<file path="src/adiv_pkg.sv">
`default_nettype none
// Shared constants of the antenna diversity controller.
package adiv_pkg;
   // Register byte offsets on the APB bus.
   localparam logic [7:0] ADIV_CTRL_OFF = 8'h00;
   localparam logic [7:0] ADIV_THRESH_OFF = 8'h04;
   localparam logic [7:0] ADIV_STATUS_OFF = 8'h08;
   // Control register fields.
   localparam int ADIV_TX_EN_BIT = 0;
   localparam int ADIV_RX_EN_BIT = 1;
   localparam int ADIV_SWAP_BIT = 2;
   localparam int ADIV_SEL_ROUTE_LSB = 4;
   localparam int ADIV_SELN_ROUTE_LSB = 8;
   localparam int ADIV_ROUTE_W = 2;
   // Threshold register fields.
   localparam int ADIV_ENERGY_LSB = 0;
   localparam int ADIV_QUAL_LSB = 8;
   localparam int ADIV_LEVEL_W = 8;
   // Status register fields.
   localparam int ADIV_CUR_BIT = 0;
   localparam int ADIV_LAST_TX_BIT = 1;
   localparam int ADIV_LAST_RX_BIT = 2;
   // Reset values.
   localparam logic ADIV_RST_ANT = 1'b0;
   localparam logic [1:0] ADIV_RST_ROUTE = 2'h0;
   localparam logic [7:0] ADIV_RST_ENERGY = 8'h00;
   localparam logic [7:0] ADIV_RST_QUAL = 8'h00;
   // Timing: sample interval and preamble window, both 40 us.
   localparam int ADIV_CLK_MHZ = 100;
   localparam int ADIV_SAMPLE_US = 40;
   localparam int ADIV_SAMPLE_CYC = ADIV_SAMPLE_US * ADIV_CLK_MHZ;
endpackage
`default_nettype wire

</file>
<file path="src/adiv_interval.sv">
`timescale 1ns/10ps
`default_nettype none
// Free-running divider that pulses once every CYCLES enabled clocks.
module adiv_interval #(
   parameter int unsigned CYCLES = adiv_pkg::ADIV_SAMPLE_CYC
) (
   input wire logic pclk,
   input wire logic presetn,
   input wire logic ce,
   output logic tick
);
   localparam int CW = $clog2(CYCLES);
   localparam logic [CW-1:0] LAST = CW'(CYCLES - 1);

   logic [CW-1:0] count;
   wire at_end = (count == LAST);

   // The counter wraps at the end of each interval and the tick marks it.
   always_ff @(posedge pclk or negedge presetn) begin
      if (!presetn) begin
         count <= '0;
         tick <= 1'b0;
      end else if (ce) begin
         count <= at_end ? '0 : count + 1'b1;
         tick <= at_end;
      end
   end
endmodule
`default_nettype wire

</file>
<file path="src/adiv_control.sv">
// Chosen here: the register offsets and the APB register port.
`timescale 1ns/10ps
`default_nettype none
// Summary of operation
// RQ1: Two complementary select outputs, 10 or 01.
// RQ2: Each output routes to a chosen pin.
// RQ3: Separate transmit and receive diversity enables.
// RQ4: Missing acknowledgement sends retry on other antenna.
// RQ5: Toggle again before every further retry.
// RQ6: Sample channel energy every 40 us.
// RQ7: Low energy swaps only when idle.
// RQ8: Good preamble in last 40 us blocks swap.
// RQ9: Energy and quality thresholds are software writable.
// RQ10: Status shows last tx, last rx, current.
// RQ11: Software swap command toggles antenna immediately.
// RQ12: Reset selects fixed antenna, outputs stay complementary.
module adiv_control #(
   parameter int unsigned EW = adiv_pkg::ADIV_LEVEL_W,
   parameter int unsigned SAMPLE_CYC = adiv_pkg::ADIV_SAMPLE_CYC
) (
   input wire logic pclk,
   input wire logic presetn,
   input wire logic ce,
   input wire logic psel,
   input wire logic penable,
   input wire logic pwrite,
   input wire logic [7:0] paddr,
   input wire logic [31:0] pwdata,
   output logic [31:0] prdata,
   output logic pready,
   output logic pslverr,
   input wire logic tx_start,
   input wire logic ack_missed,
   input wire logic ack_wait,
   input wire logic rx_busy,
   input wire logic rx_done,
   input wire logic [EW-1:0] energy_level,
   input wire logic preamble_det,
   input wire logic [EW-1:0] preamble_quality,
   output logic antenna_select_out,
   output logic antenna_select_out_n,
   output logic [2:0] sel_pin_en,
   output logic [2:0] sel_n_pin_en
);
   localparam int PW = $clog2(SAMPLE_CYC + 1);
   localparam logic [PW-1:0] WIN = PW'(SAMPLE_CYC);

   // Route code 0..2 picks one of three pins; 3 leaves the output unrouted.
   function automatic logic [2:0] route_decode(input logic [1:0] code);
      route_decode = (code == 2'h3) ? 3'h0 : 3'(3'h1 << code);
   endfunction

   logic tx_en;
   logic rx_en;
   logic [1:0] sel_route;
   logic [1:0] sel_n_route;
   logic [EW-1:0] energy_thresh;
   logic [EW-1:0] qual_thresh;
   logic ant;
   logic last_tx_ant;
   logic last_rx_ant;
   logic [PW-1:0] pre_age;
   logic sample_tick;

   // APB decode: the access phase ends one cycle after it starts.
   wire access = psel & penable;
   wire hit_ctrl = (paddr == adiv_pkg::ADIV_CTRL_OFF);
   wire hit_thresh = (paddr == adiv_pkg::ADIV_THRESH_OFF);
   wire hit_status = (paddr == adiv_pkg::ADIV_STATUS_OFF);
   wire hit_any = hit_ctrl | hit_thresh | hit_status;
   wire wr_take = access & pready & pwrite & ~pslverr;
   wire wr_ctrl = wr_take & hit_ctrl;
   wire wr_thresh = wr_take & hit_thresh;

   // Read data views; the swap bit always reads as zero.
   wire [31:0] ctrl_view = (32'(sel_route) << adiv_pkg::ADIV_SEL_ROUTE_LSB)
      | (32'(sel_n_route) << adiv_pkg::ADIV_SELN_ROUTE_LSB)
      | (32'(rx_en) << adiv_pkg::ADIV_RX_EN_BIT)
      | (32'(tx_en) << adiv_pkg::ADIV_TX_EN_BIT);
   wire [31:0] thresh_view = (32'(qual_thresh) << adiv_pkg::ADIV_QUAL_LSB)
      | (32'(energy_thresh) << adiv_pkg::ADIV_ENERGY_LSB);
   wire [31:0] status_view = (32'(last_rx_ant) << adiv_pkg::ADIV_LAST_RX_BIT)
      | (32'(last_tx_ant) << adiv_pkg::ADIV_LAST_TX_BIT)
      | (32'(ant) << adiv_pkg::ADIV_CUR_BIT); // RQ10
   wire [31:0] rd_data = hit_ctrl ? ctrl_view :
      hit_thresh ? thresh_view :
      hit_status ? status_view : 32'h0000_0000;

   // Swap sources; any of them in one cycle gives a single toggle.
   wire qual_pre = preamble_det & (preamble_quality > qual_thresh); // RQ8
   wire recent_pre = (pre_age != '0) | qual_pre; // RQ8
   wire low_energy = sample_tick & (energy_level < energy_thresh); // RQ6
   wire rx_idle = ~rx_busy & ~ack_wait & ~recent_pre; // RQ7
   wire rx_swap = rx_en & low_energy & rx_idle; // RQ3
   wire tx_swap = tx_en & ack_missed; // RQ4 RQ5
   wire man_swap = wr_ctrl & pwdata[adiv_pkg::ADIV_SWAP_BIT]; // RQ11
   wire next_ant = ant ^ (tx_swap | rx_swap | man_swap);

   // Energy sampling interval.
   adiv_interval #(
      .CYCLES(SAMPLE_CYC)
   ) u_sample (
      .pclk(pclk),
      .presetn(presetn),
      .ce(ce),
      .tick(sample_tick)
   );

   // APB answer: ready and error come one cycle into the access phase.
   always_ff @(posedge pclk or negedge presetn) begin
      if (!presetn) begin
         pready <= 1'b0;
         pslverr <= 1'b0;
         prdata <= 32'h0000_0000;
      end else if (ce) begin
         pready <= access & ~pready;
         pslverr <= access & ~pready & ~hit_any;
         if (access & ~pready) begin
            prdata <= pwrite ? 32'h0000_0000 : rd_data;
         end
      end
   end

   // Software settings: enables, pin routes and thresholds.
   always_ff @(posedge pclk or negedge presetn) begin
      if (!presetn) begin
         tx_en <= 1'b0;
         rx_en <= 1'b0;
         sel_route <= adiv_pkg::ADIV_RST_ROUTE;
         sel_n_route <= adiv_pkg::ADIV_RST_ROUTE;
         energy_thresh <= EW'(adiv_pkg::ADIV_RST_ENERGY);
         qual_thresh <= EW'(adiv_pkg::ADIV_RST_QUAL);
      end else if (ce) begin
         if (wr_ctrl) begin
            tx_en <= pwdata[adiv_pkg::ADIV_TX_EN_BIT]; // RQ3
            rx_en <= pwdata[adiv_pkg::ADIV_RX_EN_BIT]; // RQ3
            sel_route <= pwdata[adiv_pkg::ADIV_SEL_ROUTE_LSB +: 2]; // RQ2
            sel_n_route <= pwdata[adiv_pkg::ADIV_SELN_ROUTE_LSB +: 2]; // RQ2
         end
         if (wr_thresh) begin
            energy_thresh <= pwdata[adiv_pkg::ADIV_ENERGY_LSB +: EW]; // RQ9
            qual_thresh <= pwdata[adiv_pkg::ADIV_QUAL_LSB +: EW]; // RQ9
         end
      end
   end

   // Preamble window: a good preamble blocks receive swaps for 40 us.
   always_ff @(posedge pclk or negedge presetn) begin
      if (!presetn) begin
         pre_age <= '0;
      end else if (ce) begin
         if (qual_pre) begin
            pre_age <= WIN; // RQ8
         end else if (pre_age != '0) begin
            pre_age <= pre_age - 1'b1;
         end
      end
   end

   // Antenna state and its complementary pair, both set on the same edge.
   always_ff @(posedge pclk or negedge presetn) begin
      if (!presetn) begin
         ant <= adiv_pkg::ADIV_RST_ANT; // RQ12
         antenna_select_out <= ~adiv_pkg::ADIV_RST_ANT; // RQ12
         antenna_select_out_n <= adiv_pkg::ADIV_RST_ANT; // RQ12
         last_tx_ant <= adiv_pkg::ADIV_RST_ANT;
         last_rx_ant <= adiv_pkg::ADIV_RST_ANT;
      end else if (ce) begin
         ant <= next_ant;
         antenna_select_out <= ~next_ant; // RQ1
         antenna_select_out_n <= next_ant; // RQ1
         if (tx_start) begin
            last_tx_ant <= ant; // RQ10
         end
         if (rx_done) begin
            last_rx_ant <= ant; // RQ10
         end
      end
   end

   // Pin enables follow the registered routes.
   always_ff @(posedge pclk or negedge presetn) begin
      if (!presetn) begin
         sel_pin_en <= 3'h1;
         sel_n_pin_en <= 3'h1;
      end else if (ce) begin
         sel_pin_en <= route_decode(sel_route); // RQ2
         sel_n_pin_en <= route_decode(sel_n_route); // RQ2
      end
   end
endmodule
`default_nettype wire

</file>
<file path="config.mk">
export PLATFORM = sky130hd
export DESIGN_NAME = adiv_control
export DESIGN_NICKNAME = d
export VERILOG_FILES = /design/src/adiv_pkg.sv /design/src/adiv_interval.sv /design/src/adiv_control.sv
export SDC_FILE = /design/constraint.sdc
export NUM_CORES = 1
export LEC_CHECK = 0
export BUFFER_PORTS_ARGS = -buffer_cell sky130_fd_sc_hd__buf_2
export CAP_MARGIN = 20
export CORE_MARGIN = 5
export CORE_UTILIZATION = 25
export CTS_CLUSTER_SIZE = 40
export DETAILED_ROUTE_END_ITERATION = 8
export PLACE_DENSITY_LB_ADDON = 0.1
export SETUP_SLACK_MARGIN = 0.02
export SYNTH_ARGS = -nofsm -noshare
export SYNTH_HDL_FRONTEND = slang
export SYNTH_SLANG_ARGS = --single-unit
</file>
<file path="constraint.sdc">
create_clock -name pclk -period 2.7 [get_ports pclk]
set_input_delay 0.54 -clock pclk [delete_from_list [all_inputs] [get_ports pclk]]
set_output_delay 0.54 -clock pclk [all_outputs]
set_load 0.02 [all_outputs]
</file>
Word level (Yosys, flattened, before mapping)
Index checks and enable logic that the tools add are counted.
{"block": "classes", "n_addsub": 2, "magnitude_cmp": 2, "n_eq_ne": 5, "n_shift": 2, "muxes": 9, "bitwise": 35, "n_reduce_logical": 9}
{"op": "two-way mux 16 bit", "n": 3}
{"op": "two-way mux 12 bit", "n": 3}
{"op": "bitwise AND 1 bit", "n": 16}
{"op": "OR 16 x 8 -> 16 bit", "n": 1}
{"op": "adder 12 x 1 -> 12 bit (second input constant)", "n": 1}
{"op": "== test 12 bit (second input constant)", "n": 1}
{"op": "AND reduction 2 bit", "n": 6}
{"op": "nonzero test 12 bit", "n": 1}
{"op": "subtractor 12 x 1 -> 12 bit (second input constant)", "n": 1}
{"op": "OR 10 x 1 -> 10 bit", "n": 1}
{"op": "OR 10 x 2 -> 10 bit", "n": 1}
{"op": "OR 6 x 10 -> 10 bit", "n": 1}
{"op": "two-way mux 3 bit", "n": 3}
{"op": "== test 8 x 3 -> 1 bit (second input constant)", "n": 1}
{"op": "== test 8 x 4 -> 1 bit (second input constant)", "n": 1}
{"op": "greater-than comparator 8 bit", "n": 1}
{"op": "logical NOT 8 bit", "n": 1}
{"op": "less-than comparator 8 bit", "n": 1}
{"op": "inverter 1 bit", "n": 7}
{"op": "<< shifter 1 x 2 -> 3 bit (first input constant)", "n": 2}
{"op": "OR 1 bit", "n": 5}
{"op": "== test 2 bit (second input constant)", "n": 2}
{"op": "OR 3 x 1 -> 3 bit", "n": 1}
{"op": "OR 3 x 2 -> 3 bit", "n": 1}
{"op": "other kinds (2)", "n": 2}
{"block": "word_totals", "regBits": 91, "out_inout_bits": 42}

Logic depth before layout (Yosys ltp)
{"block": "depth", "depth_word": 10, "depth_mapped": 8}

Cells and area by module
From an unflattened synthesis, not the netlist that was laid out.
{"block": "unflattened", "hier_cells": 376, "hier_area_um2": 3956.3}
{"module": "adiv_control", "instances": 1, "cells_each": 311, "area_each_um2": 3298.2, "seq_area_each_um2": 1555.2}
{"module": "adiv_interval", "instances": 1, "cells_each": 65, "area_each_um2": 658.1, "seq_area_each_um2": 325.3}

Worst setup path after synthesis
OpenSTA, ideal clock, no wires.
{"block": "synth_timing", "path_kind": "input port to flip-flop", "from": "input preamble_quality[7]", "to": "register pre_age[11]", "setup_time_ns": 0.070, "t_arrival_ns": 2.137, "t_required_ns": 2.630, "setup_slack_ns": 0.493, "path_stages": 7, "path_buffers": 0, "cell_sequence": "ha_1 nand4_1 o21ai_0 a31oi_4 a21oi_4 or4_2 nand3_1"}
{"block": "synth_between", "elab_chain_cells": 4, "elab_cells_between_ends": 5}
{"item": "start, declared", "line_no": "adiv_control.sv:39", "rtl": "input wire logic [EW-1:0] preamble_quality,"}
{"item": "greater-than comparator 8 bit (*)", "line_no": "adiv_control.sv:90", "rtl": "wire qual_pre = preamble_det & (preamble_quality > qual_thresh);"}
{"item": "bitwise AND 1 bit (*)", "line_no": "adiv_control.sv:90"}
{"item": "nonzero test 2 bit (no source line)"}
{"item": "AND reduction 2 bit (no source line)"}
{"item": "end signal, assigned", "line_no": "adiv_control.sv:155", "rtl": "pre_age <= pre_age - 1'b1;"}
{"item": "end, declared", "line_no": "adiv_control.sv:62", "rtl": "logic [PW-1:0] pre_age;"}
Mark *: on every way between the ends. The rest lies on a longest branch, timed or not.
A chain may end at the register's enable or synchronous reset.

Final worst setup path
{"block": "layout_timing", "from": "register pre_age[0]", "to": "register pre_age[8]"}
{"block": "layout_between", "elab_chain_cells": 3, "elab_cells_between_ends": 6}
{"item": "subtractor 12 x 1 -> 12 bit or nonzero test 12 bit (tied branches)", "line_no": "adiv_control.sv:155, adiv_control.sv:154"}
{"item": "two-way mux 12 bit or nonzero test 2 bit (tied branches)"}
{"item": "two-way mux 12 bit or AND reduction 2 bit (tied branches)"}
Parallel ways exist; a longest one is shown, timed or not. The select of a mux whose other input is x is not followed.

==> summary.txt <==
Clock tree
  • Count of hold-fix buffers inserted at cts: 0
  • Clock network latency to the later pin of the worst-skew pair: 330 ps
  • Resized Gates After CTS: 0
  • H-Tree Level Count: 3
  • Clock sink count: 75
  • CTS Root Buffer Type: sky130_fd_sc_hd__clkbuf_16
  • Clk pin slew, worst setup/hold paths: 60 ps
  • TritonCTS clock tree: yes
  • TritonCTS Buffers: 9
  • Post-CTS Setup Repair Bufs: 0
  • Number of buffers on the longest clock path: 2

Timing
  • Max-slew headroom: 64.3%
  • Maximum operating frequency: about 420 MHz
  • Setup repair after global routing missed its margin: no
  • Final-report max-slew violation count: 0
  • Least-Margin Pin Slew: 536 ps
  • Final clock skew: 9.66 ps
  • Hold Vio Cnt, Final: 0
  • Period utilization: 87.9%
  • Summed negative setup slack over all endpoints: 0 ps
  • Crit path time final: approximately 2400 ps
  • Final-layout worst hold slack: 188 ps
  • Setup violators final: 0

Route
  • Starting DRT DRC Count: 91
  • Wire length on met1: 4.85 mm
  • Routed met3 length: 674 um
  • Vias after detailed routing: 2970
  • Iteration count of the initial detailed-routing pass: 4
  • Routed met2 length: 4.62 mm
  • Post-detailed-route wirelength per cell: 15.1 um
  • Post-route ant nets: 0
  • Post-route DRC violation count: 0
  • Uppermost layer routed: met4
  • Vias per cell: 4.37
  • Drt total wl: between 10 and 15 mm

Placed design
  • Half-perimeter wire length after placement: about 7.7 mm
  • Buffers added on ports: 77
  • Area after DPL: 4580 um^2
  • Placer's final routability congestion estimate: 0.752

Floorplanning
  • Floorplan die area: 18400 um^2
  • Standard cell core area: 15300 um^2
  • Row count: 45
  • Total I/O pin count: 110
  • Floorplan die width: 136 um
  • Die extent in y: 136 um
  • Starting Density: 25.7%

Critical path
  • Required time of the worst setup path: 2900 ps
  • Startpoint Class: register
  • Depth of the worst register-to-register path: 8
  • Largest fanout on the critical path: 8
  • Category of the most critical setup path: register to register
  • Reg-to-reg setup timing slack: 330 ps
  • Source of the worst register-to-register timing path: pre_age[0]
  • CP Capture Type: register
  • Arr. time, crit path: 2570 ps
  • Critical R2R Capture: pre_age[8]

Pwr
  • Worst IR Drop VDD: 0.000259 V
  • Overall power after layout: 3090 uW
  • Cell Pwr Density: around 630 nW/um^2
  • Leakage dissipation: 0.00230 uW

Global route
  • Global-route wire length before repair: 16.6 mm
  • Number of global-route vias before repair: 3156
  • Maximum number of pins on one net before global-route repair: 38
  • Number of antenna violations at the first check in global routing: 0
  • GR Util All Layers: 11.5%
  • Overflow after GRT: 0

Layout
  • Multi-input combinational cell area: 1850 um^2
  • Final Core Density: roughly 32%
  • Count of fill cells added during filler insertion: around 1600
  • Layout cells sized above 1: 30.8%
  • Net count of the finished layout: approximately 550
  • Final antenna diode count: 0
  • Area of all sequential standard cells: 1880 um^2
  • Finished Cell Area: between 4000 and 5000 um^2
  • Growth of design area from synthesis to finish: 25.1%

Synthesis
  • Dominant combinational cell family by area after synthesis: simple AND/OR/NAND/NOR gates
  • Biggest area consumer among synthesized cells: sky130_fd_sc_hd__dfrtp_1
  • Sequential fraction of the synthesis area: 47.7%
  • Count of flip-flops with a built-in enable after synthesis: 0
  • Synthesized area: 3940 um^2
  • Post-synthesis share of cell area spent on and, or, nand and nor gates: 15.9%
  • Portion of netlist area occupied by mux cells: 9.28%
  • Arithmetic-cell share of the synthesized area counting full adders, half adders and majority gates: 5.40%
  • Synth Flop Type: sky130_fd_sc_hd__dfrtp_1
  • Proportion of netlist area held by the largest area contributor: 45.7%
  • Gate count after technology mapping: approximately 370
  • Share of the synthesized area in compound gates (AO/OA/AOI/OAI): ~13%
  • Register bit count reported by yosys: 75
  • Top area cells in the synthesized netlist: sky130_fd_sc_hd__dfrtp_1 46%, sky130_fd_sc_hd__mux2_2 6.9%, sky130_fd_sc_hd__ha_1 5.4%, sky130_fd_sc_hd__o21ai_0 3.2%, sky130_fd_sc_hd__buf_4 3.0%
  • Syn Area/Cell: 10.6 um^2
  • Number of synthesis warnings: 0
  • Yosys cell types: 57
  • Proportion of synthesized flip-flops having asynchronous set or reset: between 90% and 100%
  • Xor/xnor share of the synthesized area: 2.22%

Run
  • Total of max-cap violations: 0

Outcome
  • Run status: finished, final reports clean

Hold path
  • Type of the tightest min-delay check: input port to asynchronous set/reset pin
## layout make-up
type | count | area share (%)
repair buffers | 90 | 9.86
clock inverters | 4 | 2.01
flip-flops and latches | 75 | 38.2
clock buffers | 12 | 5.00
well taps | 211 | 5.36
inverters | 27 | 2.06
multi-input cells | 260 | 37.5
## cells by family after synthesis
logic type | after synthesis
DFF | 75
AOI/OAI and AO/OA | 72
muxes | 33
xor gates and xnor gates | 10
buffers and inverters | 52
adders and majority gates | 17
other | 1
and+or+nand+nor | 112
## report_power, final
part / internal [uW] / leakage [uW] / switching (uW)
logic: 163 / 0.00115 / 217
registers: 1220 / 0.000989 / 95.7
clock network: 931 / 0.000167 / 469
## worst max-delay path: stages, from the launching register on
cell                       delay [ps]
sky130_fd_sc_hd__dfrtp_1          410
sky130_fd_sc_hd__inv_1             70
sky130_fd_sc_hd__ha_1             190
sky130_fd_sc_hd__nor3b_1          350
sky130_fd_sc_hd__nand2_1          280
sky130_fd_sc_hd__nor4_1           350
sky130_fd_sc_hd__a21boi_0         360
sky130_fd_sc_hd__or4_1            170
sky130_fd_sc_hd__nand3_1           70
## registers in the layout, summed over array words and instances, names as in the netlist
name / cells
ant: 1
u_sample.count: 12
sel_route: 2
pre_age: 12
sel_pin_en: 3
sel_n_pin_en: 3
last_tx_ant: 1
qual_thresh: 8
last_rx_ant: 1
energy_thresh: 8
rx_en: 1
u_sample.tick: 1
pready: 1
tx_en: 1
antenna_select_out: 1
prdata: 16
sel_n_route: 2
pslverr: 1
## cell usage after synthesis (all sizes together) (2+ instances only)
cell type	number
nor4	5
nand3	15
nand2	26
nor3b	2
nand2b	4
a21boi	2
nor2b	4
a21oi	10
a21o	2
a22o	9
nor3	9
nand4	4
mux2i	8
nand3b	4
dfstp	3
nor4bb	2
mux2	25
xnor2	6
or3	5
nor2	16
and4	2
o31ai	9
and2	2
dfrtp	72
a31oi	2
buf	19
or2	2
o21ai	25
and3	2
xor2	4
o211ai	3
clkbuf	6
or4	5
ha	17
a2111oi	2
inv	26
o2bb2ai	5
## through the flow
step / std cells / setup WS (ps)
floorplan: 387 / 493
CTS: 679 / 289
global placement: 663 / 197
global route: 679 / 64.8
detailed placement: 663 / 182
finish: 679 / 327
## worst max-delay path by stage
stage / cells past startpoint / start / end
6_report: 8 / pre_age[0] / pre_age[8]
5_1_grt: 8 / pre_age[0] / pre_age[9]
4_1_cts: 8 / pre_age[0] / pre_age[9]
3_5_place_dp: 8 / preamble_quality[7] / pre_age[6]
3_3_place_gp: 8 / paddr[1] / prdata[11]
2_1_floorplan: 7 / preamble_quality[7] / pre_age[11]
## cell usage in the layout (no fill, tap or decap), drive strengths merged, types with 4 or more instances in the layout
cell and n:
a21oi 10, a22o 9, buf 90, clkbuf 12
conb 16, dfrtp 72, ha 17, inv 26
mux2 25, mux2i 8, nand2 26, nand2b 4
nand3 15, nand3b 4, nand4 4, nor2 16
nor2b 4, nor3 9, nor4 5, o21ai 25
o2bb2ai 5, o31ai 9, or3 5, or4 5
xnor2 6, xor2 4
## metal layers
layer  track usage [%]  vias to the layer above
met1              15.8                     1402
li1                  -                     1485
met4              3.14                        0
met3              3.45                        4
met2              17.7                       79
met5                 0                        -
Note: power is estimated with default switching activity, not from simulation.
